### config.mk
export PLATFORM = sky130hd
export DESIGN_NAME = prcn_top
export DESIGN_NICKNAME = d
export VERILOG_FILES = /design/src/prcn_pkg.sv /design/src/prcn_cn_port.sv /design/src/prcn_top.sv
export VERILOG_INCLUDE_DIRS = /design/src
export SDC_FILE = /design/constraint.sdc
export NUM_CORES = 1
export LEC_CHECK = 0
export ABC_CLOCK_PERIOD_IN_PS = 2600
export BUFFER_PORTS_ARGS = -buffer_cell sky130_fd_sc_hd__buf_2
export CORE_MARGIN = 2
export CORE_UTILIZATION = 45
export CTS_BUF_LIST = sky130_fd_sc_hd__clkbuf_2 sky130_fd_sc_hd__clkbuf_4 sky130_fd_sc_hd__clkbuf_8
export DETAILED_ROUTE_END_ITERATION = 12
export PLACE_DENSITY = 0.79
export SLEW_MARGIN = 20
export SYNTH_ARGS = -nofsm -noshare
export SYNTH_HDL_FRONTEND = slang
export SYNTH_SLANG_ARGS = --single-unit
export TNS_END_PERCENT = 10
### constraint.sdc
create_clock -name CLOCK_I -period 2.6 [get_ports CLOCK_I]
set_clock_uncertainty 0.05 [all_clocks]
set_input_delay 0.52 -clock CLOCK_I [delete_from_list [all_inputs] [get_ports CLOCK_I]]
set_output_delay 0.52 -clock CLOCK_I [all_outputs]
set_load 0.005 [all_outputs]
### src/prcn_defines.svh
// Register map, field positions and reset values of the pin remap block
`ifndef PRCN_DEFINES_SVH
`define PRCN_DEFINES_SVH

`define PRCN_NUM_IN      4
`define PRCN_NUM_OUT     4
`define PRCN_NUM_PORT    3
`define PRCN_SEL_W       4
`define PRCN_ADDR_W      8
`define PRCN_CFG_ADDR    8'h00
`define PRCN_IN_BASE     8'h10
`define PRCN_OUT_BASE    8'h20
`define PRCN_NOTE_BASE   8'h30
`define PRCN_IDLE_ADDR   8'h40
`define PRCN_LOCK_BIT    13
`define PRCN_NOTE_EN_BIT   15
`define PRCN_NOTE_STOP_BIT 13
`define PRCN_SEL_RST     4'h0
`define PRCN_HTRANS_NSEQ 2'h2
`define PRCN_HSIZE_WORD  3'h2

`endif

### src/prcn_pkg.sv
// Types shared by the pin remap and change notice block
`default_nettype none
package prcn_pkg;
	typedef logic [3:0] prcn_sel_type;
endpackage
`default_nettype wire

### src/prcn_cn_port.sv
// Change notice control for one port
`timescale 1ns/1ps
`default_nettype none
`include "prcn_defines.svh"
module prcn_notice_port
	import prcn_pkg::*;
(
	input  wire logic        clk_i,
	input  wire logic        rst_i,
	input  wire logic        wr_i,
	input  wire logic [31:0] wdata_i,
	input  wire logic        idle_i,
	output var  logic        on_o,
	output var  logic        stop_o,
	output var  logic        active_o
);
	logic on_d;
	logic stop_d;
	logic act_d;

	always_comb begin
		on_d   = on_o;
		stop_d = stop_o;
		if (wr_i) begin
			on_d   = wdata_i[`PRCN_NOTE_EN_BIT];
			stop_d = wdata_i[`PRCN_NOTE_STOP_BIT];
		end
		act_d = on_d && !(stop_d && idle_i);
	end

	always_ff @(posedge clk_i or posedge rst_i) begin
		if (rst_i) begin
			on_o     <= 1'b0;
			stop_o   <= 1'b0;
			active_o <= 1'b0;
		end else begin
			on_o     <= on_d;
			stop_o   <= stop_d;
			active_o <= act_d;
		end
	end
endmodule
`default_nettype wire

### src/prcn_top.sv
// Pin remap select registers and change notice control on AHB-Lite
//
// Chosen here: the AHB-Lite slave port and the address map.
`timescale 1ns/1ps
`default_nettype none
`include "prcn_defines.svh"
module prcn_top
	import prcn_pkg::*;
(
	input  wire logic        CLOCK_I,
	input  wire logic        RESET_I,
	input  wire logic        HSEL_I,
	input  wire logic [31:0] HADDR_I,
	input  wire logic [1:0]  HTRANS_I,
	input  wire logic        HWRITE_I,
	input  wire logic [2:0]  HSIZE_I,
	input  wire logic [31:0] HWDATA_I,
	input  wire logic        HREADY_I,
	input  wire logic        IDLE_I,
	output var  logic [31:0] HRDATA_O,
	output var  logic        HREADYOUT_O,
	output var  logic        HRESP_O,
	output var  logic [15:0] IN_SEL_O,
	output var  logic [15:0] OUT_SEL_O,
	output var  logic [2:0]  NOTE_ACTIVE_O,
	output var  logic        LOCK_O
);
	prcn_sel_type in_q  [`PRCN_NUM_IN];
	prcn_sel_type in_d  [`PRCN_NUM_IN];
	prcn_sel_type out_q [`PRCN_NUM_OUT];
	prcn_sel_type out_d [`PRCN_NUM_OUT];
	logic                    lock_d;
	logic                    wr_pend_q;
	logic                    wr_pend_d;
	logic                    rd_pend_q;
	logic                    rd_pend_d;
	logic [`PRCN_ADDR_W-1:0] addr_q;
	logic [`PRCN_ADDR_W-1:0] addr_d;
	logic [31:0]             rdata_d;
	logic [2:0]              note_wr;
	logic [2:0]              note_on;
	logic [2:0]              note_stop;
	logic                    take;

	assign take = HSEL_I && HREADY_I && (HTRANS_I == `PRCN_HTRANS_NSEQ);

	// Address phase capture; slave is zero wait state
	always_comb begin
		wr_pend_d = take && HWRITE_I;
		rd_pend_d = take && !HWRITE_I;
		addr_d    = take ? HADDR_I[`PRCN_ADDR_W-1:0] : addr_q;
	end

	// Select writes: locked writes simply keep the old code
	always_comb begin
		lock_d = LOCK_O;
		if (wr_pend_q && addr_q == `PRCN_CFG_ADDR)
			lock_d = HWDATA_I[`PRCN_LOCK_BIT];
		for (int i = 0; i < `PRCN_NUM_IN; i++) begin
			in_d[i] = in_q[i];
			if (wr_pend_q && !LOCK_O &&
			    addr_q == `PRCN_IN_BASE + 8'(4*i))
				in_d[i] = HWDATA_I[`PRCN_SEL_W-1:0];
		end
		for (int i = 0; i < `PRCN_NUM_OUT; i++) begin
			out_d[i] = out_q[i];
			if (wr_pend_q && !LOCK_O &&
			    addr_q == `PRCN_OUT_BASE + 8'(4*i))
				out_d[i] = HWDATA_I[`PRCN_SEL_W-1:0];
		end
	end

	genvar p;
	generate
		for (p = 0; p < `PRCN_NUM_PORT; p++) begin : g_note
			assign note_wr[p] = wr_pend_q &&
				addr_q == `PRCN_NOTE_BASE + 8'(4*p);
			prcn_notice_port u_prcn_notice_port (
				.clk_i    (CLOCK_I),
				.rst_i    (RESET_I),
				.wr_i     (note_wr[p]),
				.wdata_i  (HWDATA_I),
				.idle_i   (IDLE_I),
				.on_o     (note_on[p]),
				.stop_o   (note_stop[p]),
				.active_o (NOTE_ACTIVE_O[p])
			);
		end
	endgenerate

	// Read mux; unmapped addresses read zero
	always_comb begin
		rdata_d = 32'h0;
		if (rd_pend_d) begin
			if (HADDR_I[`PRCN_ADDR_W-1:0] == `PRCN_CFG_ADDR)
				rdata_d[`PRCN_LOCK_BIT] = LOCK_O;
			if (HADDR_I[`PRCN_ADDR_W-1:0] == `PRCN_IDLE_ADDR)
				rdata_d[0] = IDLE_I;
			for (int i = 0; i < `PRCN_NUM_IN; i++)
				if (HADDR_I[`PRCN_ADDR_W-1:0] == `PRCN_IN_BASE + 8'(4*i))
					rdata_d[`PRCN_SEL_W-1:0] = in_d[i];
			for (int i = 0; i < `PRCN_NUM_OUT; i++)
				if (HADDR_I[`PRCN_ADDR_W-1:0] == `PRCN_OUT_BASE + 8'(4*i))
					rdata_d[`PRCN_SEL_W-1:0] = out_d[i];
			for (int i = 0; i < `PRCN_NUM_PORT; i++)
				if (HADDR_I[`PRCN_ADDR_W-1:0] == `PRCN_NOTE_BASE + 8'(4*i)) begin
					rdata_d[`PRCN_NOTE_EN_BIT]   = note_on[i];
					rdata_d[`PRCN_NOTE_STOP_BIT] = note_stop[i];
				end
		end
	end

	always_ff @(posedge CLOCK_I or posedge RESET_I) begin
		if (RESET_I) begin
			for (int i = 0; i < `PRCN_NUM_IN; i++)
				in_q[i] <= `PRCN_SEL_RST;
			for (int i = 0; i < `PRCN_NUM_OUT; i++)
				out_q[i] <= `PRCN_SEL_RST;
			LOCK_O      <= 1'b0;
			wr_pend_q   <= 1'b0;
			rd_pend_q   <= 1'b0;
			addr_q      <= '0;
			HRDATA_O    <= 32'h0;
			HREADYOUT_O <= 1'b1;
			HRESP_O     <= 1'b0;
			IN_SEL_O    <= 16'h0;
			OUT_SEL_O   <= 16'h0;
		end else begin
			for (int i = 0; i < `PRCN_NUM_IN; i++)
				in_q[i] <= in_d[i];
			for (int i = 0; i < `PRCN_NUM_OUT; i++)
				out_q[i] <= out_d[i];
			LOCK_O      <= lock_d;
			wr_pend_q   <= wr_pend_d;
			rd_pend_q   <= rd_pend_d;
			addr_q      <= addr_d;
			HRDATA_O    <= rdata_d;
			HREADYOUT_O <= 1'b1;
			HRESP_O     <= 1'b0;
			IN_SEL_O    <= {in_d[3], in_d[2], in_d[1], in_d[0]};
			OUT_SEL_O   <= {out_d[3], out_d[2], out_d[1], out_d[0]};
		end
	end

	AST_LOCKED_HOLD: assert property (@(posedge CLOCK_I) disable iff (RESET_I)
		LOCK_O |=> $stable(in_q[0]) && $stable(out_q[0]))
		else $error("Select changed while locked");
	AST_UNLOCKED_WRITE: assert property (@(posedge CLOCK_I) disable iff (RESET_I)
		wr_pend_q && !LOCK_O && addr_q == `PRCN_OUT_BASE |=>
		out_q[0] == $past(HWDATA_I[3:0]))
		else $error("Unlocked select write lost");
	AST_IN_WRITE: assert property (@(posedge CLOCK_I) disable iff (RESET_I)
		wr_pend_q && !LOCK_O && addr_q == `PRCN_IN_BASE |=>
		in_q[0] == $past(HWDATA_I[3:0]))
		else $error("Input select write lost");
	AST_OUT_PIN: assert property (@(posedge CLOCK_I) disable iff (RESET_I)
		OUT_SEL_O[3:0] == out_q[0])
		else $error("Output select mismatch");
	AST_SEL_READ_ZERO: assert property (@(posedge CLOCK_I) disable iff (RESET_I)
		rd_pend_q && addr_q >= `PRCN_IN_BASE && addr_q < `PRCN_NOTE_BASE |->
		HRDATA_O[31:4] == 28'h0)
		else $error("Select upper bits not zero");
	AST_NOTE_READ_ZERO: assert property (@(posedge CLOCK_I) disable iff (RESET_I)
		rd_pend_q && addr_q >= `PRCN_NOTE_BASE && addr_q < `PRCN_IDLE_ADDR |->
		HRDATA_O[31:16] == 16'h0 && HRDATA_O[14] == 1'b0 && HRDATA_O[12:0] == 13'h0)
		else $error("Change notice reserved bits not zero");
	AST_NOTE_ENABLE: assert property (@(posedge CLOCK_I) disable iff (RESET_I)
		note_wr[1] |=> note_on[1] == $past(HWDATA_I[15]) && $stable(note_on[0]))
		else $error("Change notice enable wrong");
	// A write in the same cycle may clear the stop bit, so it is excluded
	AST_NOTE_IDLE: assert property (@(posedge CLOCK_I) disable iff (RESET_I)
		note_stop[0] && IDLE_I && !note_wr[0] |=> !NOTE_ACTIVE_O[0])
		else $error("Change notice not halted in idle");

	AST_IN_LOCKED_KEEP: assert property (@(posedge CLOCK_I) disable iff (RESET_I)
		wr_pend_q && LOCK_O && addr_q == `PRCN_IN_BASE |=> $stable(in_q[0]))
		else $error("Locked input select changed");

	AST_OUT_LOCKED_KEEP: assert property (@(posedge CLOCK_I) disable iff (RESET_I)
		wr_pend_q && LOCK_O && addr_q == `PRCN_OUT_BASE |=> $stable(out_q[0]))
		else $error("Locked output select changed");

	AST_IN_PIN: assert property (@(posedge CLOCK_I) disable iff (RESET_I)
		IN_SEL_O[3:0] == in_q[0])
		else $error("Input select mismatch");

	AST_NOTE_OFF: assert property (@(posedge CLOCK_I) disable iff (RESET_I)
		!note_on[0] && !note_wr[0] |=> !NOTE_ACTIVE_O[0])
		else $error("Change notice active while off");

	AST_NOTE_RUN: assert property (@(posedge CLOCK_I) disable iff (RESET_I)
		note_on[0] && !note_wr[0] && !(note_stop[0] && IDLE_I) |=>
		NOTE_ACTIVE_O[0])
		else $error("Change notice halted wrongly");

	AST_NOTE_PORT_ALONE: assert property (@(posedge CLOCK_I) disable iff (RESET_I)
		note_wr[0] |=> $stable(note_on[1]) && $stable(note_stop[1]))
		else $error("Change notice write touched another port");

	AST_LOCK_READ: assert property (@(posedge CLOCK_I) disable iff (RESET_I)
		rd_pend_q && addr_q == `PRCN_CFG_ADDR |->
		HRDATA_O[`PRCN_LOCK_BIT] == $past(LOCK_O))
		else $error("Lock bit read wrong");
endmodule
`default_nettype wire

======== After elaboration in Yosys (flattened, before gate mapping) ========
Cells that the tools add are included.
W data, S select, Z words.
cells by class
  multiplexer cells ....................... 33
  reduce and logical (&&, ||, !) cells .... 30
  equality and inequality tests ........... 24
operators by type and width
  cell                  number
  $eq A8 B6 Y1 const B  14
  $mux W4               17
  $eq A8 B5 Y1 const B  8
  $logic_and A1 B1 Y1   23
  $logic_not A8 Y1      2
  $mux W1               16
  $eq A8 B7 Y1 const B  1
  $logic_not A1 Y1      5
  $eq A2 B2 Y1 const B  1
word-level totals
  output and inout port bits .............. 70
  word-level logic and storage cells ...... 110
  input bits .............................. 75
  register bits ........................... 89

======== Longest topological paths before layout ========
  word-level depth ........................ 13
  gate-level depth with buffers ........... 7
  gate-level depth less buffers ........... 6

======== Modules after synthesis ========
Synthesis repeated with hierarchy kept, for this count alone.
second synthesis, totals
  cell total of the unflattened synthesis .. 253
  area, all modules ....................... 2955.3 µm²
by module, submodules not included
  module            sequential area each (µm²)  cells an instance  area each (µm²)  times used
  prcn_top          1201.2                      223                2591.2           1
  prcn_notice_port  75.1                        10                 121.4            3

======== Least setup slack after synthesis ========
No wires, ideal clock.
  kind .................................... register -> register
  start point ............................. register addr_q[7]
  end point ............................... register HRDATA_O[2]
  path buffers ............................ 0
  clock period less this slack ............ 2.042 ns
  data required time ...................... 2.426 ns
  library setup time ...................... 0.124 ns
  cell stages (with the launch flop) ...... 6
  arrival ................................. 1.868 ns
  slack ................................... 0.558 ns
  cell sequence ........................... dfrtp_1 nor4b_4 nand3_1 mux2_2 a22o_2 o31a_1
RTL lines
  item                    line             RTL
  from (decl)             prcn_top.sv:37   logic [`PRCN_ADDR_W-1:0] addr_q;
  from (signal assigned)  prcn_top.sv:136  addr_q <= addr_d;
  to (signal assigned)    prcn_top.sv:137  HRDATA_O <= rdata_d;
  to (decl)               prcn_top.sv:20   output var logic [31:0] HRDATA_O,

==> qor.yml <==
num_rows: 29
fmax_mhz: 420
cp_max_fo: 8
grt_usage: 0.188
p_per_area_mw_per_mm2: 594
clock_sinks: 57
leakagePower_nw: 1.60
tns_ns: 0
fin_cells: 407
period_needed_ns: 2.38
fin_nets: 400
dieArea_mm2: 0.00716
seq_area_mm2: 0.00143
grt-busiest-layer: "met2"
cp-endpoint: "HRDATA_O[1]$_DFF_PP0_"
use_met2: 0.301
io_pins: 145
grt_pass1_vias: 2065
drt_iter0_drc: 136
max-cap-violations: 0
rsz0062_at_grt: "false"
core_area_mm2: 0.00631
synth.largest_area_cell: "dfrtp_1"
crit_path_cell_trace: "nor4b_4 -> nand3_1 -> mux2_2 -> o21ai_0 -> a31oi_1 -> o221a_2"
hold_class: "in2async"
start_util: 0.464
path_delay_family: "simple AND/OR/NAND/NOR gates"
synthTopCellsByArea: "dfrtp_1, mux2_2, buf_4, nand3_1, nor2_1"
r2r_end: "HRDATA_O[1]$_DFF_PP0_"
crit_type: "reg2reg"
cp.required_ns: 2.79
vias: 2160
drive_gt1_frac: 0.436
critPathBufInv: 0
syn_inst: 252
ant_nets: 0
synthArstFlopShare: 1.00
tightest_slew_ns: 0.555
place.gp.congestion: 0.828
finalMaxSlewViolations: 0
seq_area_frac_synth: 0.487
cpPeakStageDelay_ns: 0.51
fin_crit_sh: 0.915
crit_start: "addr_q[7]$_DFFE_PP0P_"
cts_tree: "built"
area_delta_synth_final_pct: 18.1
dieHeight_um: 84.6
vdd_drop_max_uv: 417
cts_setup_buffers: 0
ff2ff_path_depth: 6
ys_warn_count: 0
n_antenna_cell: 0
critPathLaunchType: "flip-flop"
end_kind: "flip-flop"
wl_mm: 6.54
slowest_stage: "nor4b_4"
r2r_slack_ns: 0.22
synth_seq_cells: 57
relSlewSlack: 0.629
nFillCells: 577
dr.pass1.iters: 7
multi_input_area_mm2: 0.00132
synth_flop_cell: "dfrtp_1"
cp.depth: 6
gr-total-overflow: 0
r2r-start: "addr_q[7]$_DFFE_PP0P_"
path_clk_slew_ns: 0.07
grt_pass1_wl_mm: 10.3
cts_resized: 0
cts_buffers: 9
final-hold-violation-count: 0
synth_top_area_frac: 0.487
cts_hold_buf: 0
die_w_um: 84.6
root_buffer: "clkbuf_8"
avgSynthCellArea_um2: 11.6
grtUsageMet1: 0.239
htreeDepth: 3
clk-insertion-delay-late_ns: 0.35
synth.distinct_cells: 49
status: "complete, no violations"
hpwl_mm: 5.13
use_met3: 0.0688
cts_max_path_buffers: 2
place_inst: 391
avgRoutedWirePerCell_um: 16.1
syn_area_mm2: 0.00293
drt-vias-per-instance: 5.31
setup_viol: 0
io_buffers: 63
grt_max_degree: 34
drc_errors: 0
cp.arrival_ns: 2.56
antenna_found_initial: 0
synth-edff-count: 0
==> worst reg2reg max path, stage by stage, from the launching register on <==
cell	delay, ns
dfrtp_1	0.43
nor4b_4	0.51
nand3_1	0.34
mux2_2	0.38
o21ai_0	0.23
a31oi_1	0.09
o221a_2	0.24
==> how the worst min path moves through the flow <==
stage / slack [ns] / cells past startpoint / start / end
6_report: 0.17 / 2 / RESET_I / addr_q[4]$_DFFE_PP0P_
3_3_place_gp: 0.45 / 1 / OUT_SEL_O[13]$_DFF_PP0_ / OUT_SEL_O[13]$_DFF_PP0_
5_1_grt: 0.20 / 2 / RESET_I / OUT_SEL_O[11]$_DFF_PP0_
3_5_place_dp: 0.46 / 1 / OUT_SEL_O[13]$_DFF_PP0_ / OUT_SEL_O[13]$_DFF_PP0_
2_1_floorplan: 0.44 / 1 / g_note[0].u_prcn_notice_port.on_o$_DFF_PP0_ / g_note[0].u_prcn_notice_port.on_o$_DFF_PP0_
4_1_cts: 0.18 / 2 / RESET_I / OUT_SEL_O[11]$_DFF_PP0_
==> through the flow <==
stage	setup slack [ns]	instance area, µm²	hold slack (ns)	power (mW)	util
floorplan	0.558	3020	0.442	1.17	-
global placement	0.262	3250	0.454	1.23	0.515
detailed placement	0.226	3250	0.460	1.24	0.515
CTS	0.221	3460	0.178	2.08	0.548
global route	0.0765	3460	0.203	2.15	0.548
finish	0.221	3460	0.174	2.05	0.548
==> sequential cells by signal, indices dropped and copies added, names as in the netlist <==
| name | cells |
|---|---|
| LOCK_O | 1 |
| g_note.u_prcn_notice_port.active_o | 3 |
| OUT_SEL_O | 15 |
| wr_pend_q | 1 |
| in_q | 5 |
| HRDATA_O | 6 |
| g_note.u_prcn_notice_port.on_o | 3 |
| g_note.u_prcn_notice_port.stop_o | 3 |
| IN_SEL_O | 11 |
| out_q | 1 |
| addr_q | 8 |
==> layout make-up <==
cell class | count | share of cell area
multi-input cells | 179 | 0.380
inverters | 7 | 0.00760
repair buffers | 71 | 0.112
well taps | 77 | 0.0279
clock buffers | 10 | 0.0398
clock inverters | 6 | 0.0195
flip-flops and latches | 57 | 0.413
==> synth_stat cells, types with 2 or more instances <==
| library cell | number |
|---|---|
| dfrtp_1 | 57 |
| mux2_2 | 44 |
| buf_4 | 33 |
| nor2_1 | 13 |
| nand2_1 | 12 |
| nand3_1 | 11 |
| inv_1 | 7 |
| nor3_1 | 7 |
| a31oi_1 | 6 |
| and2_1 | 4 |
| a21boi_0 | 3 |
| a32oi_1 | 3 |
| a41oi_1 | 3 |
| nor3b_1 | 3 |
| o211ai_1 | 3 |
| o21ai_0 | 3 |
| a22oi_1 | 2 |
| conb_1 | 2 |
| mux2i_1 | 2 |
| nand2b_1 | 2 |
| nand3_2 | 2 |
| nor4b_2 | 2 |
| or3_1 | 2 |
==> cell usage in the layout, fill, tap and decap left out, types with 2 or more instances in the layout <==
master and instances:
and2_1 4, o211ai_1 3, mux2_2 44, nor4b_2 2
a32oi_1 3, nor3_1 7, mux2i_1 2, a21boi_0 3
dfrtp_1 57, nand2_1 12, a31oi_1 6, clkbuf_8 10
nand2b_1 2, buf_2 63, nor2_1 13, buf_4 7
inv_1 6, or3_1 2, nand3_2 2, a41oi_1 3
clkinvlp_4 2, conb_1 28, nand3_1 11, clkinv_4 2
o21ai_0 3, a22oi_1 2, nor3b_1 3
==> cells by family (layout without fill, tap and decap cells) <==
kind of cell           Yosys count  in the layout  share of synthesized area
AOI/OAI and AO/OA               34             34                     0.0911
buffers and inverters           42             94                     0.0966
DFF                             57             57                      0.487
muxes                           46             46                      0.176
other                            2             28                    0.00257
and+or+nand+nor                 71             71                      0.146
==> where the power goes <==
group	internal, mW	switching [mW]
sequential	0.943	0.0550
combinational	0.102	0.120
clock	0.469	0.363
total	1.51	0.539
==> per-layer routing <==
| metal | vias to the layer above | wire length (µm) |
|---|---|---|
| li1 | 1011 | - |
| met1 | 1060 | 2820 |
| met2 | 78 | 3210 |
| met3 | 11 | 434 |
| met4 | 0 | 78 |
| met5 | - | 0 |
Power figures use the tool's default switching activity.
